`config.mk`:
```
export PLATFORM = sky130hd
export DESIGN_NAME = sumc_top
export DESIGN_NICKNAME = d
export VERILOG_FILES = /design/src/shared/sumc_pkg.sv /design/src/hw/sumc_fifo.sv /design/src/hw/sumc_top.sv
export SDC_FILE = /design/constraint.sdc
export NUM_CORES = 1
export LEC_CHECK = 0
export ABC_AREA = 1
export BUFFER_PORTS_ARGS = -buffer_cell sky130_fd_sc_hd__buf_2
export CAP_MARGIN = 20
export CELL_PAD_IN_SITES_DETAIL_PLACEMENT = 0
export CELL_PAD_IN_SITES_GLOBAL_PLACEMENT = 2
export CORE_ASPECT_RATIO = 1.5
export CORE_UTILIZATION = 33
export CTS_CLUSTER_SIZE = 14
export DETAILED_ROUTE_END_ITERATION = 16
export GPL_ROUTABILITY_DRIVEN = 0
export GPL_TIMING_DRIVEN = 0
export PLACE_DENSITY = 0.79
export SYNTH_ARGS = -nofsm -noshare
export SYNTH_HDL_FRONTEND = slang
export SYNTH_SLANG_ARGS = --single-unit
```
`constraint.sdc`:
```
create_clock -name ref_clk -period 3.1 [get_ports ref_clk]
set_clock_uncertainty 0.15 [all_clocks]
set_input_delay 0.155 -clock ref_clk [delete_from_list [all_inputs] [get_ports ref_clk]]
set_output_delay 0.155 -clock ref_clk [all_outputs]
set_load 0.005 [all_outputs]
```
`src/shared/sumc_pkg.sv`:
```
package sumc_pkg;

  localparam int DATA_W = 8;
  localparam int ADDR_W = 12;

  // Register indices; the byte address is four times the index
  localparam logic [9:0] IDX_MODE_CTRL = 10'h09a;
  localparam logic [9:0] IDX_DATA = 10'h09b;
  localparam logic [9:0] IDX_SLAVE_ADDR = 10'h0aa;
  localparam logic [9:0] IDX_ADDR_MASK = 10'h0ba;
  localparam logic [9:0] IDX_SEC_CTRL = 10'h08f;
  localparam logic [1:0] WORD_LANE = 2'h0;

  // Reset values
  localparam logic [7:0] MODE_CTRL_RST = 8'h00;
  localparam logic [3:0] SEC_CTRL_RST = 4'h0;
  localparam logic [7:0] SLAVE_ADDR_RST = 8'h00;
  localparam logic [7:0] ADDR_MASK_RST = 8'h00;
  localparam logic [7:0] RX_DATA_RST = 8'h00;
  localparam logic [23:0] RDATA_PAD = 24'h000000;
  localparam logic [3:0] SEC_RSVD = 4'h0;

  // Bit 7 of the mode control register is shared
  localparam int BIT_SHARED = 7;

  // Mode control register layout, bit 7 down to bit 0
  typedef struct packed {
    logic mode_select_low;
    logic mode_select_high;
    logic multiproc_enable;
    logic receiver_enable;
    logic tx_ninth_bit;
    logic rx_ninth_bit;
    logic tx_done_flag;
    logic rx_done_flag;
  } sumc_ctrl_t;

  // Secondary serial control, bits 7 to 4
  typedef struct packed {
    logic double_rate_bit;
    logic alt_view_select;
    logic rx_timer2_sel;
    logic tx_timer2_sel;
  } sumc_sec_t;

  typedef enum logic [1:0] {
    MODE_SHIFT = 2'h0,
    MODE_UART8 = 2'h1,
    MODE_UART9F = 2'h2,
    MODE_UART9V = 2'h3
  } sumc_mode_t;

  typedef enum logic [1:0] {
    TX_IDLE = 2'b01,
    TX_RUN = 2'b10
  } sumc_tx_t;

  typedef enum logic [2:0] {
    RX_IDLE = 3'b001,
    RX_START = 3'b010,
    RX_BITS = 3'b100
  } sumc_rx_t;

  // Divider end counts: shift clock is ref/12, fixed rate 16 samples/bit
  localparam logic [3:0] SHIFT_CLK_LAST = 4'hb;
  localparam logic [3:0] SHIFT_CLK_HALF = 4'h6;
  localparam logic [3:0] FIX_LAST_FAST = 4'h1;
  localparam logic [3:0] FIX_LAST_SLOW = 4'h3;
  localparam logic [3:0] DIV_ZERO = 4'h0;
  localparam logic [3:0] SUB_LAST = 4'hf;
  localparam logic [3:0] SUB_MID = 4'h7;

  // Bit counts
  localparam logic [3:0] BITS_SHIFT = 4'h8;
  localparam logic [3:0] FRAME8 = 4'ha;
  localparam logic [3:0] FRAME9 = 4'hb;
  localparam logic [3:0] RX_LEFT8 = 4'h9;
  localparam logic [3:0] RX_LEFT9 = 4'ha;
  localparam logic [3:0] LEFT_STOP = 4'h1;
  localparam logic [3:0] LEFT_PRE_STOP = 4'h2;

endpackage

```
`src/hw/sumc_fifo.sv`:
```
`timescale 1ns/1ps
module sumc_fifo #(
  parameter int W = 8,
  parameter int DEPTH = 2
) (
  // Clock and reset
  input wire logic ref_clk,
  input wire logic nrst,
  // Fill side
  input wire logic in_valid,
  output logic in_ready,
  input wire logic [W-1:0] in_data,
  // Drain side
  output logic out_valid,
  input wire logic out_ready,
  output logic [W-1:0] out_data
);

  localparam int PTR_W = (DEPTH > 2) ? $clog2(DEPTH) : 1;
  localparam int CNT_W = $clog2(DEPTH + 1);
  localparam logic [PTR_W-1:0] PTR_LAST = PTR_W'(DEPTH - 1);
  localparam logic [CNT_W-1:0] CNT_FULL = CNT_W'(DEPTH);

  logic [W-1:0] mem_reg [DEPTH];
  logic [W-1:0] mem_next [DEPTH];
  logic [PTR_W-1:0] wptr_reg, wptr_next, rptr_reg, rptr_next;
  logic [CNT_W-1:0] cnt_reg, cnt_next;
  logic push, pop;

  assign in_ready = (cnt_reg != CNT_FULL);
  assign out_valid = (cnt_reg != '0);
  assign out_data = mem_reg[rptr_reg];
  assign push = in_valid & in_ready;
  assign pop = out_valid & out_ready;

  always_comb begin
    for (int i = 0; i < DEPTH; i++) begin
      mem_next[i] = mem_reg[i];
    end
    wptr_next = wptr_reg;
    rptr_next = rptr_reg;
    cnt_next = cnt_reg;
    if (push) begin
      mem_next[wptr_reg] = in_data;
      wptr_next = (wptr_reg == PTR_LAST) ? '0 : wptr_reg + 1'b1;
    end
    if (pop) begin
      rptr_next = (rptr_reg == PTR_LAST) ? '0 : rptr_reg + 1'b1;
    end
    if (push && !pop) begin
      cnt_next = cnt_reg + 1'b1;
    end else if (pop && !push) begin
      cnt_next = cnt_reg - 1'b1;
    end
  end

  always_ff @(posedge ref_clk or negedge nrst) begin
    if (!nrst) begin
      for (int i = 0; i < DEPTH; i++) begin
        mem_reg[i] <= '0;
      end
      wptr_reg <= '0;
      rptr_reg <= '0;
      cnt_reg <= '0;
    end else begin
      mem_reg <= mem_next;
      wptr_reg <= wptr_next;
      rptr_reg <= rptr_next;
      cnt_reg <= cnt_next;
    end
  end

endmodule

```
`src/hw/sumc_top.sv`:
```
// Summary of operation
// RULE1 - Alternate view shows framing error at bit 7
// RULE2 - Framing error sticks until software clears it
// RULE3 - Normal view maps bit 7 to low mode
// RULE4 - Two mode bits pick one of four modes
// RULE5 - Fixed 9-bit mode runs at ref/32 or ref/64
// RULE6 - Bit 5 enables multiprocessor and address recognition
// RULE7 - Multiprocessor receiver separates commands and matches addresses
// RULE8 - Bit 4 enables receiver; clear means transmit only
// RULE9 - Bit 3 sent as ninth bit in 9-bit modes
// RULE10 - Mode control register resets to zero
// RULE11 - Transmit done set after last bit; software clears
// RULE12 - Receive done set after frame; software clears
// RULE13 - Bit 2 gets ninth bit or stop bit
// RULE14 - Double rate bit doubles timer-based baud rate; the code doubles the timer 1 rate only, timer 2 rates stay undoubled
// RULE15 - Frame: start, eight data LSB first, stop
// RULE16 - Multiprocessor receive done needs ninth bit or match
`timescale 1ns/1ps
module sumc_top #(
  parameter int FIFO_DEPTH = 2
) (
  // Clock and reset
  input wire logic ref_clk,
  input wire logic nrst,
  // APB slave
  input wire logic psel,
  input wire logic penable,
  input wire logic pwrite,
  input wire logic [11:0] paddr,
  input wire logic [31:0] pwdata,
  input wire logic [3:0] pstrb,
  output logic [31:0] prdata,
  output logic pready,
  output logic pslverr,
  // Baud rate sources
  input wire logic timer1_ovf,
  input wire logic timer2_ovf,
  // Serial pins
  output logic second_tx_pin,
  input wire logic second_rx_pin_in,
  output logic second_rx_pin_out,
  output logic second_rx_pin_oe
);

  sumc_pkg::sumc_ctrl_t ctrl_reg, ctrl_next;
  sumc_pkg::sumc_sec_t sec_reg, sec_next;
  sumc_pkg::sumc_mode_t mode;
  logic fe_reg, fe_next;
  logic [7:0] saddr_reg, saddr_next, mask_reg, mask_next;
  logic [7:0] rx_data_reg, rx_data_next;
  logic [31:0] prdata_reg, prdata_next;
  logic pready_reg, pready_next, pslverr_reg, pslverr_next;
  logic acc, wr_done, mapped, stall;
  logic hit_ctrl, hit_data, hit_saddr, hit_mask, hit_sec;
  logic [7:0] rd_byte;
  logic fifo_in_ready, fifo_out_valid, fifo_out_ready;
  logic [7:0] fifo_out_data;
  logic nine;

  assign mode = sumc_pkg::sumc_mode_t'({ctrl_reg.mode_select_low,
                                        ctrl_reg.mode_select_high}); // [RULE4]
  assign nine = (mode == sumc_pkg::MODE_UART9F) ||
                (mode == sumc_pkg::MODE_UART9V);

  // APB decode
  assign acc = psel & penable;
  assign hit_ctrl = (paddr[11:2] == sumc_pkg::IDX_MODE_CTRL);
  assign hit_data = (paddr[11:2] == sumc_pkg::IDX_DATA);
  assign hit_saddr = (paddr[11:2] == sumc_pkg::IDX_SLAVE_ADDR);
  assign hit_mask = (paddr[11:2] == sumc_pkg::IDX_ADDR_MASK);
  assign hit_sec = (paddr[11:2] == sumc_pkg::IDX_SEC_CTRL);
  assign mapped = (paddr[1:0] == sumc_pkg::WORD_LANE) &&
                  (hit_ctrl | hit_data | hit_saddr | hit_mask | hit_sec);
  // Transmit write waits for buffer room
  assign stall = mapped & hit_data & pwrite & pstrb[0] & ~fifo_in_ready;
  assign wr_done = acc & pready_reg & pwrite & pstrb[0] & ~pslverr_reg;

  always_comb begin
    rd_byte = 8'h00;
    if (hit_ctrl) begin
      rd_byte = ctrl_reg;
      rd_byte[sumc_pkg::BIT_SHARED] = sec_reg.alt_view_select ?
                                      fe_reg : ctrl_reg.mode_select_low; // [RULE1] [RULE3]
    end else if (hit_data) begin
      rd_byte = rx_data_reg;
    end else if (hit_saddr) begin
      rd_byte = saddr_reg;
    end else if (hit_mask) begin
      rd_byte = mask_reg;
    end else if (hit_sec) begin
      rd_byte = {sec_reg, sumc_pkg::SEC_RSVD};
    end
  end

  always_comb begin
    pready_next = 1'b0;
    pslverr_next = 1'b0;
    prdata_next = prdata_reg;
    if (acc && !pready_reg && !stall) begin
      pready_next = 1'b1;
      pslverr_next = ~mapped;
      prdata_next = mapped ? {sumc_pkg::RDATA_PAD, rd_byte} : 32'h00000000;
    end
  end

  always_ff @(posedge ref_clk or negedge nrst) begin
    if (!nrst) begin
      pready_reg <= 1'b0;
      pslverr_reg <= 1'b0;
      prdata_reg <= 32'h00000000;
    end else begin
      pready_reg <= pready_next;
      pslverr_reg <= pslverr_next;
      prdata_reg <= prdata_next;
    end
  end

  assign pready = pready_reg;
  assign pslverr = pslverr_reg;
  assign prdata = prdata_reg;

  // Transmit buffer
  sumc_fifo #(
    .W(sumc_pkg::DATA_W),
    .DEPTH(FIFO_DEPTH)
  ) u_tx_fifo (
    .ref_clk(ref_clk),
    .nrst(nrst),
    .in_valid(wr_done & hit_data),
    .in_ready(fifo_in_ready),
    .in_data(pwdata[7:0]),
    .out_valid(fifo_out_valid),
    .out_ready(fifo_out_ready),
    .out_data(fifo_out_data)
  );

  // Rate generation
  logic [3:0] div_reg, div_next, div_last;
  logic half_reg, half_next;
  logic fix_tick, t1_tick, samp_rx, samp_tx, tx_start;

  assign div_last = (mode == sumc_pkg::MODE_SHIFT) ? sumc_pkg::SHIFT_CLK_LAST :
                    sec_reg.double_rate_bit ? sumc_pkg::FIX_LAST_FAST :
                    sumc_pkg::FIX_LAST_SLOW; // [RULE5] [RULE14]
  assign fix_tick = (div_reg >= div_last);
  // Timer 1 overflows are halved unless doubling is on
  assign t1_tick = timer1_ovf & (sec_reg.double_rate_bit | half_reg); // [RULE14]
  assign samp_rx = (mode == sumc_pkg::MODE_UART9F) ? fix_tick :
                   sec_reg.rx_timer2_sel ? timer2_ovf : t1_tick;
  assign samp_tx = (mode == sumc_pkg::MODE_UART9F) ? fix_tick :
                   sec_reg.tx_timer2_sel ? timer2_ovf : t1_tick;

  always_comb begin
    div_next = (tx_start || fix_tick) ? sumc_pkg::DIV_ZERO : div_reg + 4'h1;
    half_next = timer1_ovf ? ~half_reg : half_reg;
  end

  always_ff @(posedge ref_clk or negedge nrst) begin
    if (!nrst) begin
      div_reg <= sumc_pkg::DIV_ZERO;
      half_reg <= 1'b0;
    end else begin
      div_reg <= div_next;
      half_reg <= half_next;
    end
  end

  // Transmit engine; also clocks shift-mode reception
  sumc_pkg::sumc_tx_t tx_state_reg, tx_state_next;
  logic [10:0] tx_shift_reg, tx_shift_next;
  logic [3:0] tx_left_reg, tx_left_next, tx_sub_reg, tx_sub_next;
  logic tx_pin_reg, tx_pin_next, rxo_reg, rxo_next, rxoe_reg, rxoe_next;
  logic m0_reg, m0_next, m0rx_reg, m0rx_next;
  logic tx_evt, m0_rx_evt, bit_tick;
  logic [7:0] m0_byte;

  assign fifo_out_ready = (tx_state_reg == sumc_pkg::TX_IDLE);
  assign tx_start = fifo_out_ready & (fifo_out_valid |
                    ((mode == sumc_pkg::MODE_SHIFT) &
                     ctrl_reg.receiver_enable & ~ctrl_reg.rx_done_flag));
  assign bit_tick = m0_reg ? fix_tick :
                    (samp_tx & (tx_sub_reg == sumc_pkg::SUB_LAST));
  assign m0_byte = {second_rx_pin_in, tx_shift_reg[7:1]};

  always_comb begin
    tx_state_next = tx_state_reg;
    tx_shift_next = tx_shift_reg;
    tx_left_next = tx_left_reg;
    tx_sub_next = tx_sub_reg;
    tx_pin_next = tx_pin_reg;
    rxo_next = rxo_reg;
    rxoe_next = rxoe_reg;
    m0_next = m0_reg;
    m0rx_next = m0rx_reg;
    tx_evt = 1'b0;
    m0_rx_evt = 1'b0;
    case (tx_state_reg)
      sumc_pkg::TX_IDLE: begin
        tx_pin_next = 1'b1;
        rxoe_next = 1'b0;
        tx_sub_next = sumc_pkg::DIV_ZERO;
        if (tx_start) begin
          tx_state_next = sumc_pkg::TX_RUN;
          tx_pin_next = 1'b0;
          m0_next = (mode == sumc_pkg::MODE_SHIFT);
          m0rx_next = ~fifo_out_valid;
          if (mode == sumc_pkg::MODE_SHIFT) begin
            tx_left_next = sumc_pkg::BITS_SHIFT;
            tx_shift_next = {3'h0, fifo_out_data};
            rxo_next = fifo_out_data[0];
            rxoe_next = fifo_out_valid;
          end else if (nine) begin
            tx_left_next = sumc_pkg::FRAME9;
            tx_shift_next = {1'b1, ctrl_reg.tx_ninth_bit,
                             fifo_out_data, 1'b0}; // [RULE9] [RULE15]
          end else begin
            tx_left_next = sumc_pkg::FRAME8;
            tx_shift_next = {2'h3, fifo_out_data, 1'b0}; // [RULE15]
          end
        end
      end
      sumc_pkg::TX_RUN: begin
        if (m0_reg) begin
          tx_pin_next = (div_reg >= sumc_pkg::SHIFT_CLK_HALF);
        end else if (samp_tx) begin
          tx_sub_next = tx_sub_reg + 4'h1;
        end
        if (bit_tick) begin
          tx_left_next = tx_left_reg - 4'h1;
          if (m0_reg) begin
            tx_shift_next = m0rx_reg ? {3'h0, m0_byte} :
                            {1'b0, tx_shift_reg[10:1]};
            rxo_next = tx_shift_reg[1];
            if (tx_left_reg == sumc_pkg::LEFT_STOP) begin
              tx_state_next = sumc_pkg::TX_IDLE;
              tx_pin_next = 1'b1;
              rxoe_next = 1'b0;
              tx_evt = ~m0rx_reg; // [RULE11]
              m0_rx_evt = m0rx_reg;
            end
          end else begin
            tx_shift_next = {1'b1, tx_shift_reg[10:1]};
            tx_pin_next = tx_shift_reg[1];
            // Flag rises as the stop bit starts
            tx_evt = (tx_left_reg == sumc_pkg::LEFT_PRE_STOP); // [RULE11]
            if (tx_left_reg == sumc_pkg::LEFT_STOP) begin
              tx_state_next = sumc_pkg::TX_IDLE;
              tx_pin_next = 1'b1;
            end
          end
        end
      end
      default: begin
        tx_state_next = sumc_pkg::TX_IDLE;
      end
    endcase
  end

  always_ff @(posedge ref_clk or negedge nrst) begin
    if (!nrst) begin
      tx_state_reg <= sumc_pkg::TX_IDLE;
      tx_shift_reg <= 11'h7ff;
      tx_left_reg <= sumc_pkg::DIV_ZERO;
      tx_sub_reg <= sumc_pkg::DIV_ZERO;
      tx_pin_reg <= 1'b1;
      rxo_reg <= 1'b1;
      rxoe_reg <= 1'b0;
      m0_reg <= 1'b0;
      m0rx_reg <= 1'b0;
    end else begin
      tx_state_reg <= tx_state_next;
      tx_shift_reg <= tx_shift_next;
      tx_left_reg <= tx_left_next;
      tx_sub_reg <= tx_sub_next;
      tx_pin_reg <= tx_pin_next;
      rxo_reg <= rxo_next;
      rxoe_reg <= rxoe_next;
      m0_reg <= m0_next;
      m0rx_reg <= m0rx_next;
    end
  end

  assign second_tx_pin = tx_pin_reg;
  assign second_rx_pin_out = rxo_reg;
  assign second_rx_pin_oe = rxoe_reg;

  // Asynchronous receiver
  sumc_pkg::sumc_rx_t rx_state_reg, rx_state_next;
  logic [8:0] rx_shift_reg, rx_shift_next;
  logic [3:0] rx_left_reg, rx_left_next, rx_sub_reg, rx_sub_next;
  logic rx_prev_reg, rx_fin, rx_on, accept;
  logic [7:0] rx_byte;
  logic rx_ninth;

  assign rx_on = ctrl_reg.receiver_enable &
                 (mode != sumc_pkg::MODE_SHIFT); // [RULE8]
  assign rx_byte = nine ? rx_shift_reg[7:0] : rx_shift_reg[8:1];
  assign rx_ninth = nine ? rx_shift_reg[8] : second_rx_pin_in; // [RULE13]

  always_comb begin
    rx_state_next = rx_state_reg;
    rx_shift_next = rx_shift_reg;
    rx_left_next = rx_left_reg;
    rx_sub_next = samp_rx ? rx_sub_reg + 4'h1 : rx_sub_reg;
    rx_fin = 1'b0;
    case (rx_state_reg)
      sumc_pkg::RX_IDLE: begin
        rx_sub_next = sumc_pkg::DIV_ZERO;
        if (rx_on && rx_prev_reg && !second_rx_pin_in) begin
          rx_state_next = sumc_pkg::RX_START;
        end
      end
      sumc_pkg::RX_START: begin
        if (samp_rx && rx_sub_reg == sumc_pkg::SUB_MID) begin
          rx_sub_next = sumc_pkg::DIV_ZERO;
          rx_left_next = nine ? sumc_pkg::RX_LEFT9 : sumc_pkg::RX_LEFT8;
          rx_state_next = second_rx_pin_in ? sumc_pkg::RX_IDLE :
                          sumc_pkg::RX_BITS;
        end
      end
      sumc_pkg::RX_BITS: begin
        if (samp_rx && rx_sub_reg == sumc_pkg::SUB_LAST) begin
          rx_left_next = rx_left_reg - 4'h1;
          if (rx_left_reg == sumc_pkg::LEFT_STOP) begin
            rx_fin = 1'b1;
            rx_state_next = sumc_pkg::RX_IDLE;
          end else begin
            rx_shift_next = {second_rx_pin_in, rx_shift_reg[8:1]}; // [RULE15]
          end
        end
      end
      default: begin
        rx_state_next = sumc_pkg::RX_IDLE;
      end
    endcase
    if (!rx_on) begin
      rx_state_next = sumc_pkg::RX_IDLE; // [RULE8]
      rx_fin = 1'b0;
    end
  end

  always_ff @(posedge ref_clk or negedge nrst) begin
    if (!nrst) begin
      rx_state_reg <= sumc_pkg::RX_IDLE;
      rx_shift_reg <= 9'h000;
      rx_left_reg <= sumc_pkg::DIV_ZERO;
      rx_sub_reg <= sumc_pkg::DIV_ZERO;
      rx_prev_reg <= 1'b1;
    end else begin
      rx_state_reg <= rx_state_next;
      rx_shift_reg <= rx_shift_next;
      rx_left_reg <= rx_left_next;
      rx_sub_reg <= rx_sub_next;
      rx_prev_reg <= second_rx_pin_in;
    end
  end

  // Address recognition
  logic [7:0] bcast;
  logic match;

  assign bcast = saddr_reg | mask_reg;
  assign match = ((rx_byte & mask_reg) == (saddr_reg & mask_reg)) ||
                 ((rx_byte & bcast) == bcast); // [RULE7]
  always_comb begin
    accept = 1'b1;
    if (ctrl_reg.multiproc_enable) begin // [RULE6]
      accept = nine ? (rx_ninth | match) : second_rx_pin_in; // [RULE16] [RULE7]
    end
  end

  // Register file; hardware sets win over software writes
  always_comb begin
    ctrl_next = ctrl_reg;
    fe_next = fe_reg;
    sec_next = sec_reg;
    saddr_next = saddr_reg;
    mask_next = mask_reg;
    rx_data_next = rx_data_reg;
    if (wr_done && hit_ctrl) begin
      ctrl_next = sumc_pkg::sumc_ctrl_t'(pwdata[7:0]);
      if (sec_reg.alt_view_select) begin
        ctrl_next.mode_select_low = ctrl_reg.mode_select_low;
        fe_next = fe_reg & pwdata[sumc_pkg::BIT_SHARED]; // [RULE1] [RULE2]
      end
    end
    if (wr_done && hit_sec) begin
      sec_next = sumc_pkg::sumc_sec_t'(pwdata[7:4]);
    end
    if (wr_done && hit_saddr) begin
      saddr_next = pwdata[7:0];
    end
    if (wr_done && hit_mask) begin
      mask_next = pwdata[7:0];
    end
    if (tx_evt) begin
      ctrl_next.tx_done_flag = 1'b1; // [RULE11]
    end
    if (rx_fin && !second_rx_pin_in) begin
      fe_next = 1'b1; // [RULE1] [RULE2]
    end
    if (rx_fin && accept) begin
      ctrl_next.rx_done_flag = 1'b1; // [RULE12] [RULE16]
      ctrl_next.rx_ninth_bit = rx_ninth; // [RULE13]
      rx_data_next = rx_byte;
    end
    if (m0_rx_evt) begin
      ctrl_next.rx_done_flag = 1'b1; // [RULE12]
      rx_data_next = m0_byte;
    end
  end

  always_ff @(posedge ref_clk or negedge nrst) begin
    if (!nrst) begin
      ctrl_reg <= sumc_pkg::MODE_CTRL_RST; // [RULE10]
      fe_reg <= 1'b0; // [RULE10]
      sec_reg <= sumc_pkg::SEC_CTRL_RST;
      saddr_reg <= sumc_pkg::SLAVE_ADDR_RST;
      mask_reg <= sumc_pkg::ADDR_MASK_RST;
      rx_data_reg <= sumc_pkg::RX_DATA_RST;
    end else begin
      ctrl_reg <= ctrl_next;
      fe_reg <= fe_next;
      sec_reg <= sec_next;
      saddr_reg <= saddr_next;
      mask_reg <= mask_next;
      rx_data_reg <= rx_data_next;
    end
  end

endmodule

```
* After elaboration in Yosys (flattened, before gate mapping)
Index checks and enable logic that the tools add are counted.
** Storage, ports and cells
- Input port bits :: 56
- Memory bits (read-only) :: 0
- RAM bits :: 0
- Bits in latches :: 0
- Memories :: 0
- Register bits :: 143
- Output and inout port bits :: 37
** Cells by class
- Add/sub/neg operators :: 9
- Reduce and logical (&&, ||, !) cells :: 48
- Magnitude comparators :: 5
- Shift operators :: 0
- Multipliers :: 0
- Eq/ne operators :: 34
- Bitwise operators :: 41
- Div/mod/pow operators :: 0
- Muxes and demuxes :: 104
** Operators by type and width (number)
- $mux 8 :: 13
- $eq 10x8->1 const B :: 5
- $mux 1 :: 48
- $mux 11 :: 4
- $mux 4 :: 10
- $pmux 4 s2 :: 4
- $and 8x8->8 :: 3
- $pmux 11 s2 :: 1
- $mux 3 :: 7
- $mux 10 :: 2
- $reduce_bool 2->1 :: 10
- $and 1x1->1 :: 19
- $bwmux 16 :: 1
- $eq 8x8->1 :: 2
- $logic_and 1x1->1 :: 16
- $mux 2 :: 8
- $ne 2x2->1 const B :: 8
- $reduce_and 3->1 :: 5
- $add 4x1->4 const B :: 3
- $ne 3x3->1 const B :: 4
- $not 1->1 :: 9
- $pmux 3 s3 :: 1
- $demux 8 s1 :: 1
- $eq 4x1->1 const B :: 2
- other kinds (29) :: 55

* Depth between registers and ports, before layout
- Depth after elaboration :: 13
- Gate-level depth with buffers :: 18
- Gate-level depth less buffers :: 16

* Modules after synthesis
Synthesis repeated with hierarchy kept, for this count alone.
** Unflattened totals
- Cells, all modules :: 939
- Area total of the unflattened synthesis :: 6986.7 µm²
** Modules (own cells, without submodules)
- sumc_top :: times used 1, cells an instance 815, area each 5968.2 µm²
- sumc_fifo :: times used 1, cells an instance 124, area each 1018.5 µm²

* Worst setup path before layout
No wires, ideal clock.
- Path type :: flip-flop to flip-flop
- Start point :: reg ctrl_reg[7] (netlist bit)
- End point :: reg rx_data_reg[0]
- Data required time :: 2834 ps
- Arrival :: 2176 ps
- Buffers on the path :: 2
- Period minus slack after synthesis :: 2443 ps
- Slack :: 657 ps
- Cell stages (with the launch flop) :: 18
- Path through :: dfrtp_1 -> buf_6 -> nor2_1 -> nor2_1 -> ha_1 -> nand2_1 -> nand2_1 -> a21oi_1 -> inv_1 -> nand2_1 -> nand2_1 -> nand3_1 -> nand2_2 -> nand2_1 -> buf_4 -> nand2_2 -> nand2_1 -> nand2_1
** Between the ends
- Cells in the longest elaborated chain, start to end :: 11
- Elaborated cells between the ends (all ways) :: 32
- Classes of those cells :: order compare (1); eq/ne (4); mux (15); bitwise (5); reduce/logical (7)
** Ends and longest elaborated chain
- start, declared :: line sumc_top.sv:45 : sumc_pkg::sumc_ctrl_t ctrl_reg, ctrl_next;
- start signal, assigned :: line sumc_top.sv:415 : ctrl_reg <= sumc_pkg::MODE_CTRL_RST;
- start signal, assigned :: line sumc_top.sv:422 : ctrl_reg <= ctrl_next;
- $eq 2x2->1, on equally long branches
- $logic_or 1x1->1 :: line sumc_top.sv:62 : assign nine = (mode == sumc_pkg::MODE_UART9F) ||
- $mux 8 :: line sumc_top.sv:297 : assign rx_byte = nine ? rx_shift_reg[7:0] : rx_shift_reg[8:1];
- $and 8x8->8, on equally long branches :: line sumc_top.sv:363, sumc_top.sv:364
- $eq 8x8->1, on equally long branches :: line sumc_top.sv:363, sumc_top.sv:364
- $logic_or 1x1->1 :: line sumc_top.sv:363 : assign match = ((rx_byte & mask_reg) == (saddr_reg & mask_reg)) ||
- $or 1x1->1 :: line sumc_top.sv:368 : accept = nine ? (rx_ninth | match) : second_rx_pin_in;
- $mux 1 :: line sumc_top.sv:368
- $mux 1 :: line sumc_top.sv:367 : if (ctrl_reg.multiproc_enable) begin
- $logic_and 1x1->1 :: line sumc_top.sv:402 : if (rx_fin && accept) begin
- $reduce_bool 2->1 (no line)
- end signal, assigned :: line sumc_top.sv:420 : rx_data_reg <= sumc_pkg::RX_DATA_RST;
- end signal, assigned :: line sumc_top.sv:427 : rx_data_reg <= rx_data_next;
- end, declared :: line sumc_top.sv:50 : logic [7:0] rx_data_reg, rx_data_next;
Several ways; a longest one is shown, not always the timed one. The select of a mux whose other input is x is not followed.
A chain may end at the register's enable or synchronous reset.

* Worst setup path after layout
- Start point :: reg ctrl_reg[7] (netlist bit)
- End point :: reg rx_shift_reg[0]
** Between the ends
- Cells in the longest elaborated chain, start to end :: 6
- Elaborated cells between the ends (all ways) :: 7
- Classes of those cells :: order compare (1); eq/ne (1); mux (2); reduce/logical (3)
** Ends and longest elaborated chain
- $logic_not 2->1 :: line sumc_top.sv:142 : assign div_last = (mode == sumc_pkg::MODE_SHIFT) ? sumc_pkg::SHIFT_CLK_LAST :
- $mux 4 :: line sumc_top.sv:142
- $ge 4x4->1 :: line sumc_top.sv:145 : assign fix_tick = (div_reg >= div_last);
- $mux 1 * :: line sumc_top.sv:148 : assign samp_rx = (mode == sumc_pkg::MODE_UART9F) ? fix_tick :
- $logic_and 1x1->1 * :: line sumc_top.sv:322 : if (samp_rx && rx_sub_reg == sumc_pkg::SUB_LAST) begin
- $reduce_and 3->1 (no line) *
- end signal, assigned :: line sumc_top.sv:351 : rx_shift_reg <= rx_shift_next;
- end, declared :: line sumc_top.sv:289 : logic [8:0] rx_shift_reg, rx_shift_next;
Every way passes the cells marked *; elsewhere a longest branch is shown, timed or not.

==> flow_summary.ini <==
[run]
cap_violations = 0

[power]
p_leak_nw = 4.15
total_power_w = 0.00492
irDropWorstVdd_mv = 0.388
pwr_density_cell_mw_per_mm2 = 599

[cts]
clk_latency_ps = 420
clk_transition_reported_paths_ps = 60
clock_sinks = 118
cts_max_path_buffers = 2
cts_root_buffer = clkbuf_16
htree_levels = 4
cts_buffers = 17
postCtsSetupRepairBufs = 0
cts_tree = done

[global_routing]
grt_pass1_vias = 6018
grt.overflow.total = 0
grt_pass1_wl_mm = 31.8
grt_max_degree = 70
grt_antenna_before_repair = 0
grt.total_usage = 0.200

[finish]
nFillCells = 2190
fin_util = 0.404
largest_reg_flops = 16
nets = 1080
drive_gt1_frac = 0.164
antenna_cells = 0
area_growth_pct = 20.4

[floorplan]
num_rows = 64
initial_core_util = 0.336
core_area_sq_mm = 0.0203
die_h_um = 178
num_io_pins = 93
die_w_um = 119
die_area_sq_mm = 0.0213

[sta]
fin_crit_ps = 2820
setup_viol = 0
rsz0062_at_grt = false
tns_ps = 0
fmax_mhz = 355
slew_headroom = 0.422
drv_slew = 0
hold_viol_final = 0
hold_ws_ps = 39.0
fin_crit_sh = 0.909
max_slew.worst_pin.slew_ps = 859
setup_slack_ps = 281

[logic_synthesis]
synthCells = 917
yosysUniqueCellTypes = 45
synth_common_cells = 312 x nand2_1, 103 x dfrtp_1, 94 x inv_1
syn_avg_cell_area_sq_um = 7.44
synth_ff_type = dfrtp_1
yosysSeqAreaShare = 0.435
synth.most_common_cell = nand2_1
async_flop_share = 1.00
synth_area_leader_cell = dfrtp_1
netlist.area_leader.share = 0.378
ys_seq_elements = 118
ys_top_cells_by_area = dfrtp_1 38%, nand2_1 17%, nand3_1 6.2%
synth_area_sq_mm = 0.00682
ys_warn_count = 0
synth_edf_count = 0

[drt]
detail-route-antenna-nets = 0
post_drt_wl_per_cell_um = 15.7
num_vias = 6018
viasPerCell = 4.68
post-route-drc-count = 0
drtIter0Drc = 278
finalWirelength_mm = 20.2
drt-pass1-iter-count = 4

[worst_setup_path]
crit_top_cell = nand2_1
path_max_fanout = 10
cp_cell_sequence = buf_6 > nor2_4 > nor2_1 > ha_1 > nand2_1 > nand2_1 > a21oi_1 > nand2_1 > nand2_1 > inv_2 > nand3_1 > buf_2 > o21ai_0
arrival_ps = 2960
path_class = register to register
crit_slowest_cell = dfrtp_1
endpoint_kind = register
cp_data_required_time_ps = 3240
worst_setup_path_start_kind = register
cp_slowest_stage_delay_ps = 370

[placement]
dp_hpwl_mm = 15.1
port_buffers = 41
post-place-ws_ps = -42.1

[run_status]
status = finished clean

[worst_hold_path]
hold_class = input port to register
## final cells by class
| cell class | instances | area, sq um | share of cell area |
|---|---|---|---|
| Sequential cell | 118 | 2970 | 0.362 |
| Clock inverter | 14 | 199 | 0.0242 |
| Clock buffer | 18 | 439 | 0.0534 |
| Timing Repair Buffer | 51 | 329 | 0.0400 |
| Inverter | 100 | 375 | 0.0457 |
| Multi-Input combinational cell | 671 | 3230 | 0.393 |
| Buffer | 51 | 348 | 0.0423 |
| Tap cell | 264 | 330 | 0.0402 |
## power breakdown
group | total, W | switching (W) | internal (W)
clock | 0.00216 | 0.000787 | 0.00137
sequential | 0.00177 | 0.0000864 | 0.00168
combinational | 0.000997 | 0.000666 | 0.000331
## what timing repair did
item / 4_1_cts / 5_1_grt
resized for setup: 1 / 2
hold buffers: 9 / 0
endpoints found under the setup margin: 12 / 14
endpoints found under the hold margin: 69 / 0
## stage by stage
stage	instance area, sq um	cells
floorplan	6910	940
global placement	7450	1245
detailed placement	7480	1246
CTS	8210	1287
global route	8220	1287
finish	8220	1287
## cells by family (layout without fill, tap and decap cells)
kind of cell,Yosys count,count (layout),share of synthesized area
compound gates,128,128,0.105
xor+xnor,13,13,0.0167
fa+ha+maj,14,14,0.0257
buf+inv,151,234,0.106
flops,118,118,0.435
mux,2,2,0.00293
other cells,1,24,0.000550
simple gates,490,490,0.308
## worst paths after layout
path                                          from                           to  slack, ps  depth (start not counted)
max in group asynchronous                     nrst  tx_shift_reg[8]$_DFFE_PN1P_       1920                          3
hold reg to reg               half_reg$_DFFE_PN0P_         half_reg$_DFFE_PN0P_        310                          1
hold / removal                             penable             pready$_DFF_PN0_         40                          5
min in group asynchronous                     nrst  rx_shift_reg[5]$_DFFE_PN0P_        110                          2
setup / recovery           ctrl_reg[7]$_DFFE_PN0P_  rx_shift_reg[0]$_DFFE_PN0P_        280                         13
setup reg to reg           ctrl_reg[7]$_DFFE_PN0P_  rx_shift_reg[0]$_DFFE_PN0P_        280                         13
## layer usage
metal  vias to the layer above  track usage  routed length [um]
li1                       3076            -                   -
met1                      2803        0.227                8400
met2                       107        0.366               10600
met3                        32       0.0285                 534
met4                         0       0.0943                 670
met5                         -            0                   0
## critical path, delay by kind of cell (launching register included)
family / cells / cell delay, ps
and+or+nand+nor: 7 / 1030
buffers and inverters: 3 / 540
DFF: 1 / 370
AOI/OAI and AO/OA: 2 / 310
adders and majority gates: 1 / 270
## placed cells by master (no fill, tap or decap), drive strengths merged, types with 14 or more instances in the layout
master	Yosys	routed
nor2	51	51
nand2	319	319
dfstp	15	15
clkbuf	10	28
o21ai	92	92
nand3	85	85
dfrtp	103	103
ha	14	14
a21oi	17	17
inv	99	102
conb	1	24
buf	41	83
Power figures use the tool's default switching activity.
